### src/logic/clock_pulse_gen_pkg.sv
package clock_pulse_gen_pkg;

	// register index as printed; the bus byte address is four times it
	localparam logic [17:0] CTRL_INDEX      = 18'h0ff3a;
	localparam logic [17:0] CTRL_BYTE_ADDR  = 18'(CTRL_INDEX * 4);
	localparam logic [7:0]  CTRL_RESET      = 8'h00;
	// bits that software may change: disable, bit 6 and the select field
	localparam logic [7:0]  CTRL_WRITE_MASK = 8'hc7;
	localparam int          PHI_OFF_BIT     = 7;
	localparam int          RSVD_RW_BIT     = 6;
	localparam int          SEL_MSB         = 2;

	// divider geometry: one phi period is two clk_i cycles, slowest tap phi/32
	localparam int          DIV_BITS        = 6;
	localparam logic [5:0]  DIV_WRAP        = 6'h3f;
	localparam logic [4:0]  MED_ALL_HIGH    = 5'h1f;

	// bus-master clock select codes
	localparam logic [2:0]  SEL_FULL        = 3'h0;
	localparam logic [2:0]  SEL_DIV2        = 3'h1;
	localparam logic [2:0]  SEL_DIV32       = 3'h5;

	// clock output pin behaviour
	typedef enum logic [2:0] {
		PIN_CLOCK = 3'b001,
		PIN_HIGH  = 3'b010,
		PIN_FLOAT = 3'b100
	} pin_mode_t;

	// classic wishbone request and answer
	typedef struct packed {
		logic        cyc;
		logic        stb;
		logic        we;
		logic [17:0] adr;
		logic [3:0]  sel;
		logic [31:0] dat;
	} wb_req_t;

	typedef struct packed {
		logic        ack;
		logic [31:0] dat;
	} wb_rsp_t;

endpackage

### src/logic/clock_pulse_gen_divider.sv
`timescale 1ns/1ps

module clock_pulse_gen_divider
	import clock_pulse_gen_pkg::*;
(
	input  wire logic                                  clk_i,
	input  wire logic                                  rst_n_i,
	input  wire logic                                  run_i,
	output logic [clock_pulse_gen_pkg::DIV_BITS-1:0]   cnt_o,
	output logic [clock_pulse_gen_pkg::DIV_BITS-1:0]   wave_o,
	output logic [clock_pulse_gen_pkg::DIV_BITS-1:0]   wave_next_o,
	output logic                                       wrap_next_o
);
	import clock_pulse_gen_pkg::*;

	logic [DIV_BITS-1:0] cnt_reg;    // free phase counter
	logic [DIV_BITS-1:0] cnt_next;
	logic [DIV_BITS-1:0] wave_reg;   // tap waveforms, bit 0 is phi
	logic [DIV_BITS-1:0] wave_next;

	////////////////////////////////////////////////////////////////////////
	// counter advances only while the oscillator runs
	always_comb begin
		cnt_next = cnt_reg;
		if (run_i) begin
			cnt_next = cnt_reg + 6'h01;
		end
	end

	// every tap is the inverted counter bit, so all taps rise together at wrap
	genvar k;
	generate
		for (k = 0; k < DIV_BITS; k = k + 1) begin : g_tap
			assign wave_next[k] = ~cnt_next[k];
		end
	endgenerate

	////////////////////////////////////////////////////////////////////////
	// register counter and taps
	always_ff @(posedge clk_i or negedge rst_n_i) begin
		if (!rst_n_i) begin
			cnt_reg  <= DIV_WRAP;
			wave_reg <= '0;
		end else begin
			cnt_reg  <= cnt_next;
			wave_reg <= wave_next;
		end
	end

	assign cnt_o       = cnt_reg;
	assign wave_o      = wave_reg;
	assign wave_next_o = wave_next;
	assign wrap_next_o = run_i && (cnt_reg == DIV_WRAP);

endmodule // clock_pulse_gen_divider

### src/logic/clock_pulse_gen.sv
// The Wishbone register port was decided locally.
`timescale 1ns/1ps

// Overview of operation
// - control register clears on reset, hardware standby
// - disable clear: pin shows clock when running
// - disable set: pin high, floats in hardware standby
// - bit six stores and reads back
// - bits five to three read zero
// - select zero gives undivided system clock
// - codes one to three give halves to eighths
// - codes four, five give sixteenth, thirty-second
// - system clock duty corrected to even halves
// - divider makes five medium-speed clocks
// - only select field routes clock to master
// - peripherals keep full-speed system clock
module clock_pulse_gen
	import clock_pulse_gen_pkg::*;
(
	input  wire logic                        clk_i,
	input  wire logic                        rst_n_i,
	input  wire clock_pulse_gen_pkg::wb_req_t wb_req_i,
	output clock_pulse_gen_pkg::wb_rsp_t      wb_rsp_o,
	input  wire logic                        sleep_i,
	input  wire logic                        sw_standby_i,
	input  wire logic                        hw_standby_pin_i,
	output logic                             sys_clk_o,
	output logic [4:0]                       med_clk_o,
	output logic                             bm_clk_o,
	output logic [2:0]                       bm_clk_sel_o,
	output logic                             phi_pin_o,
	output logic                             phi_pin_oe_n_o
);
	import clock_pulse_gen_pkg::*;

	////////////////////////////////////////////////////////////////////////
	// declarations

	logic [1:0]          hw_sync_reg;      // two-stage synchroniser of the pin
	logic [1:0]          hw_sync_next;
	logic                hw_standby;       // synchronised hardware standby
	logic                run;              // oscillator considered running

	logic [7:0]          sys_clk_ctrl_reg; // software control register
	logic [7:0]          sys_clk_ctrl_next;
	logic [2:0]          sel_active_reg;   // selection actually in force
	logic [2:0]          sel_active_next;

	logic                ack_reg;          // bus answer strobe
	logic                ack_next;
	logic [31:0]         rdat_reg;         // bus read data
	logic [31:0]         rdat_next;
	logic                bus_req;          // live wishbone request
	logic                hit;              // request addresses the register
	logic                wr_take;          // write takes effect this edge

	logic                bm_clk_reg;       // bus-master clock
	logic                bm_clk_next;
	logic                pin_reg;          // pin output level
	logic                pin_next;
	logic                pin_oe_n_reg;     // pin enable, low drives
	logic                pin_oe_n_next;
	pin_mode_t           pin_mode;         // pin behaviour this cycle

	logic [DIV_BITS-1:0] cnt;              // divider phase
	logic [DIV_BITS-1:0] wave;             // registered taps
	logic [DIV_BITS-1:0] wave_next;        // taps one edge ahead
	logic                wrap_next;        // all taps rise at the next edge

	////////////////////////////////////////////////////////////////////////
	// synchroniser for the hardware standby pin
	always_comb begin
		hw_sync_next = {hw_sync_reg[0], hw_standby_pin_i};
	end

	always_ff @(posedge clk_i or negedge rst_n_i) begin
		if (!rst_n_i) begin
			hw_sync_reg <= 2'h0;
		end else begin
			hw_sync_reg <= hw_sync_next;
		end
	end

	assign hw_standby = hw_sync_reg[1];
	// oscillator stops in either standby
	assign run        = !sw_standby_i && !hw_standby;

	////////////////////////////////////////////////////////////////////////
	// medium-speed divider; tap 0 is phi with exactly even halves
	clock_pulse_gen_divider u_divider (
		.clk_i       (clk_i),
		.rst_n_i     (rst_n_i),
		.run_i       (run),
		.cnt_o       (cnt),
		.wave_o      (wave),
		.wave_next_o (wave_next),
		.wrap_next_o (wrap_next)
	);

	////////////////////////////////////////////////////////////////////////
	// wishbone slave decode
	assign bus_req = wb_req_i.cyc && wb_req_i.stb;
	assign hit     = (wb_req_i.adr == CTRL_BYTE_ADDR);
	// write lands on the edge that raises ack
	assign wr_take = bus_req && !ack_reg && wb_req_i.we && hit && wb_req_i.sel[0];

	// next answer and read data
	always_comb begin
		ack_next  = bus_req && !ack_reg;
		rdat_next = 32'h0000_0000;
		if (bus_req && !ack_reg && !wb_req_i.we && hit) begin
			// reserved bits 5..3 are never stored, so they read zero
			rdat_next = {24'h00_0000, sys_clk_ctrl_reg & CTRL_WRITE_MASK};
		end
	end

	always_ff @(posedge clk_i or negedge rst_n_i) begin
		if (!rst_n_i) begin
			ack_reg  <= 1'b0;
			rdat_reg <= 32'h0000_0000;
		end else begin
			ack_reg  <= ack_next;
			rdat_reg <= rdat_next;
		end
	end

	assign wb_rsp_o.ack = ack_reg;
	assign wb_rsp_o.dat = rdat_reg;

	////////////////////////////////////////////////////////////////////////
	// control register and active selection
	always_comb begin
		sys_clk_ctrl_next = sys_clk_ctrl_reg;
		sel_active_next   = sel_active_reg;
		if (hw_standby) begin
			// hardware standby clears, software standby simply holds
			sys_clk_ctrl_next = CTRL_RESET;
			sel_active_next   = SEL_FULL;
		end else begin
			if (wr_take) begin
				// bit 6 stores, bits 5..3 drop
				sys_clk_ctrl_next = wb_req_i.dat[7:0] & CTRL_WRITE_MASK;
			end
			// a new selection takes over only when all taps rise together
			if (wrap_next && (sys_clk_ctrl_reg[SEL_MSB:0] <= SEL_DIV32)) begin
				sel_active_next = sys_clk_ctrl_reg[SEL_MSB:0];
			end
		end
	end

	always_ff @(posedge clk_i or negedge rst_n_i) begin
		if (!rst_n_i) begin
			sys_clk_ctrl_reg <= CTRL_RESET;
			sel_active_reg   <= SEL_FULL;
		end else begin
			sys_clk_ctrl_reg <= sys_clk_ctrl_next;
			sel_active_reg   <= sel_active_next;
		end
	end

	////////////////////////////////////////////////////////////////////////
	// bus-master clock: code n picks tap n, code 0 is phi itself
	always_comb begin
		bm_clk_next = wave_next[sel_active_next];
	end

	// pin behaviour per mode
	always_comb begin
		if (hw_standby) begin
			pin_mode = PIN_FLOAT;
		end else if (sw_standby_i || sys_clk_ctrl_reg[PHI_OFF_BIT]) begin
			pin_mode = PIN_HIGH;
		end else begin
			pin_mode = PIN_CLOCK;
		end
	end

	// pin level and enable
	always_comb begin
		pin_next      = 1'b1;
		pin_oe_n_next = 1'b0;
		unique case (pin_mode)
			PIN_CLOCK: begin
				pin_next = wave_next[0];
			end
			PIN_HIGH: begin
				pin_next = 1'b1;
			end
			PIN_FLOAT: begin
				pin_oe_n_next = 1'b1;
			end
		endcase
	end

	always_ff @(posedge clk_i or negedge rst_n_i) begin
		if (!rst_n_i) begin
			bm_clk_reg   <= 1'b0;
			pin_reg      <= 1'b1;
			pin_oe_n_reg <= 1'b0;
		end else begin
			bm_clk_reg   <= bm_clk_next;
			pin_reg      <= pin_next;
			pin_oe_n_reg <= pin_oe_n_next;
		end
	end

	// peripherals always see tap 0, whatever the master uses
	assign sys_clk_o      = wave[0];
	assign med_clk_o      = wave[5:1];
	assign bm_clk_o       = bm_clk_reg;
	assign bm_clk_sel_o   = sel_active_reg;
	assign phi_pin_o      = pin_reg;
	assign phi_pin_oe_n_o = pin_oe_n_reg;
endmodule // clock_pulse_gen

### config.mk
export PLATFORM = sky130hd
export DESIGN_NAME = clock_pulse_gen
export DESIGN_NICKNAME = d
export VERILOG_FILES = /design/src/logic/clock_pulse_gen_pkg.sv /design/src/logic/clock_pulse_gen_divider.sv /design/src/logic/clock_pulse_gen.sv
export SDC_FILE = /design/constraint.sdc
export NUM_CORES = 1
export LEC_CHECK = 0
export ABC_AREA = 1
export BUFFER_PORTS_ARGS = -buffer_cell sky130_fd_sc_hd__buf_2
export CORE_ASPECT_RATIO = 2
export CORE_MARGIN = 8
export CORE_UTILIZATION = 41
export DETAILED_ROUTE_END_ITERATION = 12
export PLACE_DENSITY = 0.79
export SLEW_MARGIN = 5
export SYNTH_ARGS = -nofsm -noshare
export SYNTH_HDL_FRONTEND = slang
export SYNTH_SLANG_ARGS = --single-unit
### constraint.sdc
create_clock -name clk_i -period 2.3 [get_ports clk_i]
set_clock_uncertainty 0.05 [all_clocks]
set_input_delay 0.345 -clock clk_i [delete_from_list [all_inputs] [get_ports clk_i]]
set_output_delay 0.345 -clock clk_i [all_outputs]
set_load 0.05 [all_outputs]
## After elaboration in Yosys (flattened, before gate mapping)

Index checks and enable logic that the tools add are counted.

| operators by class | value |
|---|---|
| add/subtract/negate cells | 1 |
| magnitude comparators | 2 |
| eq/ne operators | 4 |
| muxes and demuxes | 12 |
| bitwise operators | 6 |
| reduce and logical (&&, ||, !) cells | 16 |

Operator list:

| kind | count |
|---|---|
| $mux 8 | 3 |
| $eq 18x18->1 const B | 1 |
| $logic_and 1x1->1 | 10 |
| $mux 3 | 3 |
| $add 6x1->6 const B | 1 |
| $eq 6x6->1 const B | 1 |
| $mux 6 | 1 |
| $not 1->1 | 6 |
| $logic_not 1->1 | 4 |
| $lt 3x4->1 const B | 1 |
| $bmux 1 s3 | 1 |
| $eq 3x1->1 const B | 1 |
| $eq 3x3->1 const B | 1 |
| $le 3x3->1 const B | 1 |
| $mux 1 | 3 |
| $mux 2 | 1 |
| $reduce_bool 2->1 | 1 |
| $logic_or 1x1->1 | 1 |

| storage, ports and cells | value |
|---|---|
| flip-flop bits (word level) | 61 |
| input port bits | 62 |
| word-level logic and storage cells | 51 |

## Logic depth before layout (Yosys ltp)

Gate-level depths: netlist of the first run.

| depth | value |
|---|---|
| depth after elaboration | 8 |
| depth in mapped cells | 12 |
| mapped depth without buffers | 12 |

## By module

Synthesis of the first run repeated with hierarchy kept, for this count alone.

| second synthesis, totals | value |
|---|---|
| cells, all modules | 179 |
| area, all modules | 1569.0 µm² |

Modules (own cells, without submodules):

| module | times used | cells each | area each (µm²) |
|---|---|---|---|
| clock_pulse_gen | 1 | 135 | 1093.5 |
| clock_pulse_gen_divider | 1 | 44 | 475.5 |

## Worst setup path before layout of the first run

No wires, ideal clock.

| timing | value |
|---|---|
| path type | register to register |
| start | reg u_divider.cnt_reg[0], in the netlist u_divider.cnt_o[0] |
| end | reg bm_clk_reg, in the netlist bm_clk_o |
| library setup time | 0.117 ns |
| arrival | 1.454 ns |
| data required time | 2.133 ns |
| setup slack | 0.679 ns |
| cell stages (with the launch flop) | 13 |
| buffers on the path | 0 |
| clock period less this slack | 1.621 ns |
| path through | dfstp_2 -> ha_1 -> nand2_1 -> inv_1 -> nand3_4 -> nor2_4 -> nor2_1 -> nor2_1 -> nand2_1 -> nand3_1 -> nand2_1 -> nand2_1 -> nand2_1 |

| between the ends | value |
|---|---|
| word-level cells in the longest chain between the ends | 7 |

Ends and longest elaborated chain:

| item | line | RTL |
|---|---|---|
| start, declared | clock_pulse_gen_divider.sv:16 | `logic [DIV_BITS-1:0] cnt_reg;` |
| start signal, assigned | clock_pulse_gen_divider.sv:45 | `cnt_reg <= cnt_next;` |
| parallel branches: the longest is 5 deep, another holds $add 6x1->6 | n/a |  |
| $bmux 1 s3 (*) | clock_pulse_gen.sv:164 | `bm_clk_next = wave_next[sel_active_next];` |
| $mux 1 (implied by the code) (*) | clock_pulse_gen.sv:164 |  |
| net bm_clk_next | clock_pulse_gen.sv:58 | `logic bm_clk_next;` |
| end signal, assigned | clock_pulse_gen.sv:201 | `bm_clk_reg <= bm_clk_next;` |
| end, declared | clock_pulse_gen.sv:57 | `logic bm_clk_reg;` |

Mark *: on every way through the listed nets, which the timed path passes. The select of a mux whose other input is x is not followed.
A chain may end at the register's enable or synchronous reset.

## Final worst setup path of the first run

Same ends and word-level chain as after synthesis.

==> results.tsv, run 1 <==
metric	value	unit
Peak supply drop	0.488	mV
Final Setup Violations	0	
Setup WS post-layout	0.463	ns
Post-synth EDFFs	0	
initial antenna violation count	0	
Int Power	1.17	mW
Max-Cap Viols	0	
Syn Inst Count	165	
Final min period	1.84	ns
CTS max path bufs	2	
Compound-Gate Fraction of Synth Area	1.56	%
yosys warns	0	
IO Port Bufs	48	
DRT Pass-1 Iters	4	
mean post-synth cell area	9.22	µm²
routed wire length	3160	µm
Area contributors post-synth	dfrtp_1, buf_4, dfstp_2, nand2_1, inv_1	
DP HPWL	2600	µm
Tcrit/Tclk final	79.9	%
synthesis-to-layout area growth	19.9	%
Hold Crit Class	in -> async	
CTS Sinks	31	
Starting Density	42.2	%
# rows	31	
Die H	102	µm
Post-synth ARST share	100	%
Sum Neg Setup Slack	0	ns
unrepaired setup endpoints after global routing	no	
GPL Wtd Cong	0.755	
all-layer global routing usage	10.8	%
CTS tree	yes	
total number of vias	1125	
pre-CTS setup slack	0.461	ns
1st-iter DRT viols	10	
Crit Path Class	reg -> reg	
Synth Area in XOR/XNOR	2.22	%
crit-path max FO	4	
Clock Latency Late Sink	0.29	ns
ys flop type	dfrtp_1	
Critical Path AT	1.96	ns
power after layout	1.91	mW
largest family of logic cells by synthesized area	simple AND/OR/NAND/NOR gates	
largest net degree at the start of global routing	32	
largest area contributor in the synthesized netlist	dfrtp_1	
CTS Buf Count	5	
Reg2Reg Setup Slack	0.46	ns
Inserted Diodes	0	
CTS clock-pin slew for the worst setup and hold paths	0.07	ns
hold buffers post-CTS	0	
sequential area share after synthesis	51.6	%
power share of the clock group	28.7	%
Core ar.	3610	µm²
unique cell type count in the Yosys netlist	26	
sequential fraction of design power	39.3	%
vias in the first global route	1260	
Clk Tree Root Cell	clkbuf_8	
fin util	50.6	%
top-count cell post-synth	nand2_1	
Setup crit start kind	register	
fmax	0.544	GHz
ratio of cells with drive above 1 in the final layout	33.0	%
CP endpoint kind	register	
outcome	finished clean	
H-tree depth	2	
NumNets Final	280	
DRC Markers	0	
combinational power share	32.1	%
drt wl/cell	11.8	µm
mux contribution to synthesized area	0	%
worst rel slew slack	56.2	%
post-CTS setup buffers	0	
Synth Area in Simple Gates	24.3	%
P_sw	0.742	mW
Worst Path Required	2.42	ns
final hold vios	0	
post-synth top area share	39.5	%
switching part of the total	38.8	%
first-pass GRT wire length	5060	µm
IO Count	107	
Yosys reg bits	31	
Leakage	0.992	nW
Die W	59.1	µm
post-synthesis cell area	1520	µm²
PwrDens	1050	nW/µm²
Vias/cell	4.21	
worst-margin pin slew	0.657	ns
Final Max Slew Viols	0	
cts repair resizes	0	
Commonest cells post-synth	nand2_1, buf_4, dfrtp_1, inv_1, nor2_1	
die area	6030	µm²
area share of fa/ha/maj cells after synthesis	0.822	%
antenna-violating nets left	0	
total grt overflow	0	
==> metal layers <==
metal	track usage, %	share of wire (%)	up-vias
met5	0	0	-
met4	5.38	1.9	0
met2	20.1	56	47
met3	3.15	6.1	6
met1	10.1	36	510
li1	-	-	562
==> worst max-delay path, cell delays in order (launching register included) <==
cell     delay (ns)
dfstp_2        0.56
ha_1           0.19
nand2_1        0.06
inv_1          0.11
nand2_1        0.09
nor2_1         0.10
nand3_1        0.13
nand3_2        0.14
nand2_1        0.06
nand3_1        0.08
nand2_1        0.06
nand2_1        0.06
nand2_1        0.06
==> logic make-up after synthesis <==
family	count (synthesis)
other cells	1
compound gates	3
simple gates	76
xor+xnor	3
flops	31
fa+ha+maj	1
buf+inv	50
==> stage by stage <==
step | instance area (µm²) | hold slack (ns) | instances
floorplan | 1620 | -0.000591 | 191
global placement | 1710 | 0.286 | 259
detailed placement | 1710 | 0.290 | 259
CTS | 1820 | 0.0551 | 267
global route | 1820 | 0.0956 | 267
finish | 1820 | 0.0313 | 267
==> area by class of cell <==
type,count,area (µm²)
Sequential cell,31,785
Inverter,21,78.8
Multi-Input combinational cell,110,542
Timing Repair Buffer,48,240
Clock buffer,6,82.6
Fill cell,369,1780
Clock inverter,2,35.0
Tap cell,49,61.3
==> final timing paths <==
check / cells after the start / endpoint / startpoint
max in group asynchronous: 1 / u_divider.wave_o[4]$_DFF_PN0_ / rst_n_i
max: 12 / bm_clk_o$_DFF_PN0_ / u_divider.cnt_o[0]$_DFF_PN1_
min: 1 / u_divider.wave_o[0]$_DFF_PN0_ / rst_n_i
max reg2reg: 12 / bm_clk_o$_DFF_PN0_ / u_divider.cnt_o[0]$_DFF_PN1_
min in group clk_i: 1 / hw_sync_reg[0]$_DFF_PN0_ / hw_standby_pin_i
min reg2reg: 0 / hw_sync_reg[1]$_DFF_PN0_ / hw_sync_reg[0]$_DFF_PN0_
==> layout by cell type, fill, tap and decap left out, drive strengths merged <==
| master | instances |
|---|---|
| xor2 | 1 |
| a21o | 1 |
| clkbuf | 6 |
| nand2 | 33 |
| dfrtp | 24 |
| xnor2 | 2 |
| nand3b | 1 |
| buf | 48 |
| nor2 | 17 |
| o21bai | 1 |
| inv | 21 |
| clkinv | 1 |
| dfstp | 7 |
| bufinv | 1 |
| nand3 | 15 |
| ha | 1 |
| or2 | 1 |
| nand4 | 7 |
| o21ai | 1 |
| conb | 27 |
| nor3 | 2 |
==> power by group through the flow <==
stage / Sequential (mW) / Clock (mW) / Combinational (mW)
global route: 0.767 / 0.580 / 0.661
finish: 0.750 / 0.548 / 0.613
CTS: 0.751 / 0.561 / 0.618
floorplan: 0.965 / 0 / 0.294
detailed placement: 0.759 / 0 / 0.616
global placement: 0.755 / 0 / 0.605
Note: power is estimated with default switching activity, not from simulation.
==> inputs of run 2 (changes only) <==
==> constraint.sdc (replaced) <==
create_clock -name clk_i -period 1.8 [get_ports clk_i]
set_clock_uncertainty 0.05 [all_clocks]
set_input_delay 0.27 -clock clk_i [delete_from_list [all_inputs] [get_ports clk_i]]
set_output_delay 0.27 -clock clk_i [all_outputs]
set_load 0.05 [all_outputs]
==> results.tsv, run 2 (synthesis results as in run 1) <==
metric	value	unit
Reg2Reg Setup Slack	0.05	ns
crit-path max FO	4	
Final Non-Filler Cells	275	
IO Port Bufs	48	
Final Setup Violations	0	
Die W	59.1	µm
dpl cells	263	
Critical Path AT	1.88	ns
Final min period	1.75	ns
DRT Pass-1 Iters	4	
IO Count	107	
all-layer global routing usage	11.3	%
CTS max path bufs	2	
H-tree depth	2	
fillers	330	
Peak supply drop	0.878	mV
total number of vias	1173	
synthesis-to-layout area growth	26.6	%
Vias/cell	4.27	
largest net degree at the start of global routing	32	
antenna-violating nets left	0	
DP HPWL	2660	µm
NumNets Final	288	
slowest CP cell	dfstp_2	
GPL Wtd Cong	0.754	
first-pass GRT wire length	5240	µm
final hold vios	0	
ratio of cells with drive above 1 in the final layout	38.9	%
CTS tree	yes	
multi-input logic area	582	µm²
CP endpoint kind	register	
Crit Path Class	reg -> reg	
Hold Crit Class	in -> reg	
outcome	finished clean	
CTS Sinks	31	
cell chain of the critical path	ha_4 -> nand2_2 -> inv_2 -> nand3_4 -> nor2_4 -> nor2_2 -> nor2_1 -> nand2_1 -> buf_4 -> nand4_1 -> nand2_2	
Leakage	1.03	nW
drt wl/cell	12.2	µm
Setup crit start kind	register	
most frequent cells in the layout	buf_2, nand2_1, conb_1	
Clk Tree Root Cell	clkbuf_8	
power after layout	2.55	mW
vias in the first global route	1269	
Tcrit/Tclk final	97.2	%
Inserted Diodes	0	
CTS Buf Count	5	
Max-Cap Viols	0	
Worst Path Required	1.93	ns
Core ar.	3610	µm²
Starting Density	42.2	%
unrepaired setup endpoints after global routing	yes	
crit-path max cell delay	0.57	ns
1st-iter DRT viols	46	
leading cell type in the layout, fill and taps excluded	buf_2	
# rows	31	
Die H	102	µm
die area	6030	µm²
Register Area	785	µm²
worst-margin pin slew	0.663	ns
PwrDens	1320	nW/µm²
total grt overflow	0	
worst rel slew slack	55.8	%
fmax	0.572	GHz
Clock Latency Late Sink	0.28	ns
initial antenna violation count	0	
DRC Markers	0	
routed wire length	3350	µm
Final Max Slew Viols	0	
CTS clock-pin slew for the worst setup and hold paths	0.07	ns
Top cell by count, worst path	nand2_2	
==> run 2: path summary, 6_finish.rpt <==
| path | startpoint | to | cells past startpoint |
|---|---|---|---|
| min in group asynchronous | rst_n_i | u_divider.wave_o[2]$_DFF_PN0_ | 2 |
| max reg2reg | u_divider.cnt_o[1]$_DFF_PN1_ | bm_clk_o$_DFF_PN0_ | 11 |
| max in group asynchronous | rst_n_i | sys_clk_ctrl_reg[7]$_DFFE_PN0P_ | 2 |
| min | hw_standby_pin_i | hw_sync_reg[0]$_DFF_PN0_ | 1 |
| min reg2reg | hw_sync_reg[0]$_DFF_PN0_ | hw_sync_reg[1]$_DFF_PN0_ | 0 |
| max | u_divider.cnt_o[1]$_DFF_PN1_ | bm_clk_o$_DFF_PN0_ | 11 |
==> run 2: per-stage QoR <==
stage               area, µm²  util (%)  hold slack (ns)  setup TNS (ns)  worst slack [ns]
floorplan                1620         -          -0.0756               0             0.179
global placement         1740      48.1            0.290               0            0.0805
detailed placement       1740      48.1            0.291               0            0.0419
CTS                      1860      51.7           0.0411               0            0.0273
global route             1930      53.4           0.0369         -0.0546           -0.0546
finish                   1930      53.4           0.0456               0            0.0506
==> run 2: cell type report <==
type	instances	area share (%)
inverters	21	4.09
multi-input cells	110	30.2
clock buffers	6	4.29
well taps	49	3.18
repair buffers	56	15.7
flip-flops and latches	31	40.7
clock inverters	2	1.82
==> run 2: critical path: cells and delay by family (launching register included) <==
kind	cells	cell delay, ns
and+or+nand+nor	8	0.69
DFF	1	0.57
buffers and inverters	2	0.21
adders and majority gates	1	0.13
==> run 2: metal layers <==
layer	track usage, %	wire [µm]	share of wire, %
met5	0	0	0
met4	3.90	51	1.5
met3	3.91	206	6.2
met2	21.3	1880	56
met1	10.7	1210	36
==> run 2: power by group <==
part	internal, mW	switching (mW)	total, mW	leakage (nW)
logic	0.226	0.659	0.885	0.586
registers	0.881	0.0802	0.961	0.379
clock network	0.447	0.252	0.700	0.0612
==> run 2: repair_timing <==
item,CTS,global route
buffers inserted,0,3
hold buffers,1,0
endpoints found under the hold margin,24,0
gates resized for setup,0,11
setup endpoints to repair,0,1
==> inputs of run 3 (changes only) <==
==> constraint.sdc (replaced) <==
create_clock -name clk_i -period 1.8 [get_ports clk_i]
set_clock_uncertainty 0.05 [all_clocks]
set_input_delay 0.09 -clock clk_i [delete_from_list [all_inputs] [get_ports clk_i]]
set_output_delay 0.09 -clock clk_i [all_outputs]
set_load 0.05 [all_outputs]
==> results.tsv, run 3 (synthesis results as in run 1) <==
metric	value	unit
Final Setup Violations	0	
Tcrit/Tclk final	97.0	%
Starting Density	42.2	%
IO Port Bufs	48	
Leakage	1.06	nW
total number of vias	1210	
drt wl/cell	12.0	µm
crit-path max FO	4	
cell chain of the critical path	ha_4 -> nand2_2 -> inv_2 -> nand3_4 -> nor2_4 -> nor2_2 -> nor2_1 -> nand2_1 -> buf_4 -> nand4_1 -> nand2_2	
Final Non-Filler Cells	282	
total grt overflow	0	
CTS tree	yes	
worst rel slew slack	55.8	%
routed length on met2	1920	µm
Clk Tree Root Cell	clkbuf_8	
fin util	55.4	%
met3 WL	232	µm
CTS Sinks	31	
synthesis-to-layout area growth	31.3	%
Clock Latency Late Sink	0.28	ns
antenna-violating nets left	0	
fmax	0.573	GHz
DRT Pass-1 Iters	4	
NumNets Final	295	
Final min period	1.75	ns
Top cell by count, worst path	nand2_2	
dpl cells	263	
Setup crit start kind	register	
Core ar.	3610	µm²
CTS clock-pin slew for the worst setup and hold paths	0.07	ns
CTS Buf Count	5	
final hold vios	0	
top layer in use	met4	
Inserted Diodes	0	
Die H	102	µm
Worst Path Required	1.93	ns
Vias/cell	4.29	
GPL Wtd Cong	0.754	
DP HPWL	2660	µm
die area	6030	µm²
leading cell type in the layout, fill and taps excluded	buf_2	
CTS max path bufs	2	
worst hold start	sw_standby_i	
crit-path max cell delay	0.57	ns
1st-iter DRT viols	64	
initial antenna violation count	0	
routed wire length	3380	µm
CP endpoint kind	register	
unrepaired setup endpoints after global routing	yes	
Crit Path Class	reg -> reg	
Die W	59.1	µm
Critical Path AT	1.87	ns
vias in the first global route	1317	
most frequent cells in the layout	buf_2, nand2_1, conb_1	
Hold Crit Class	in -> reg	
DRC Markers	0	
worst hold slack	0.0550	ns
Peak supply drop	0.879	mV
H-tree depth	2	
power after layout	2.56	mW
metal1 wirelength	1180	µm
largest net degree at the start of global routing	32	
outcome	finished clean	
Final Max Slew Viols	0	
IO Count	107	
slowest CP cell	dfstp_2	
all-layer global routing usage	11.5	%
# rows	31	
origin of the worst setup path	u_divider.cnt_o[1]$_DFF_PN1_	
beginning of the worst register-to-register path	u_divider.cnt_o[1]$_DFF_PN1_	
first-pass GRT wire length	5340	µm
PwrDens	1280	nW/µm²
ratio of cells with drive above 1 in the final layout	37.8	%
Max-Cap Viols	0	
worst-margin pin slew	0.664	ns
-- run 3: where the power goes --
part	switching, mW	internal (mW)	leakage (nW)
logic	0.659	0.236	0.615
clock network	0.253	0.447	0.0612
registers	0.0804	0.881	0.379
total	0.992	1.56	1.06
-- run 3: repair_timing --
action | CTS | global route
hold buffers | 8 | 0
buffers inserted | 0 | 3
endpoints found under the setup margin | 0 | 1
hold endpoints to repair | 31 | 0
resized for setup | 0 | 11
-- run 3: worst paths after layout --
| check | endpoint | slack (ns) | cells past startpoint |
|---|---|---|---|
| worst max-delay path | bm_clk_o$_DFF_PN0_ | 0.05 | 11 |
| worst min-delay path | phi_pin_o$_DFF_PN1_ | 0.05 | 3 |
| worst max register to register | bm_clk_o$_DFF_PN0_ | 0.05 | 11 |
| worst min register to register | hw_sync_reg[1]$_DFF_PN0_ | 0.30 | 0 |
| max in group asynchronous | sys_clk_ctrl_reg[7]$_DFFE_PN0P_ | 0.93 | 2 |
| min in group asynchronous | u_divider.wave_o[2]$_DFF_PN0_ | 0.33 | 2 |
-- run 3: metal layers --
| layer | vias to the layer above | GRT usage [%] |
|---|---|---|
| met2 | 54 | 22.0 |
| met4 | 0 | 3.90 |
| met3 | 6 | 4.16 |
| li1 | 591 | - |
| met5 | - | 0 |
| met1 | 559 | 10.5 |
-- run 3: final cells by class --
| cell class | instances | area, µm² |
|---|---|---|
| tap | 49 | 61.3 |
| multi-input combinational | 110 | 582 |
| fill | 323 | 1610 |
| inverter | 21 | 78.8 |
| sequential | 31 | 785 |
| clock inverter | 2 | 35.0 |
| timing repair buffer | 63 | 373 |
| clock buffer | 6 | 82.6 |
-- run 3: per-stage QoR --
| step | setup TNS, ns | setup WS, ns | cell area, µm² |
|---|---|---|---|
| floorplan | 0 | 0.179 | 1620 |
| global placement | 0 | 0.0805 | 1740 |
| detailed placement | 0 | 0.0419 | 1740 |
| CTS | 0 | 0.0273 | 1930 |
| global route | -0.0542 | -0.0542 | 2000 |
| finish | 0 | 0.0538 | 2000 |
-- run 3: worst max-delay path: cells and delay by family, from the launching register on --
family | cells | cell delay (ns)
fa+ha+maj | 1 | 0.13
buf+inv | 2 | 0.21
flops | 1 | 0.57
simple gates | 8 | 0.68
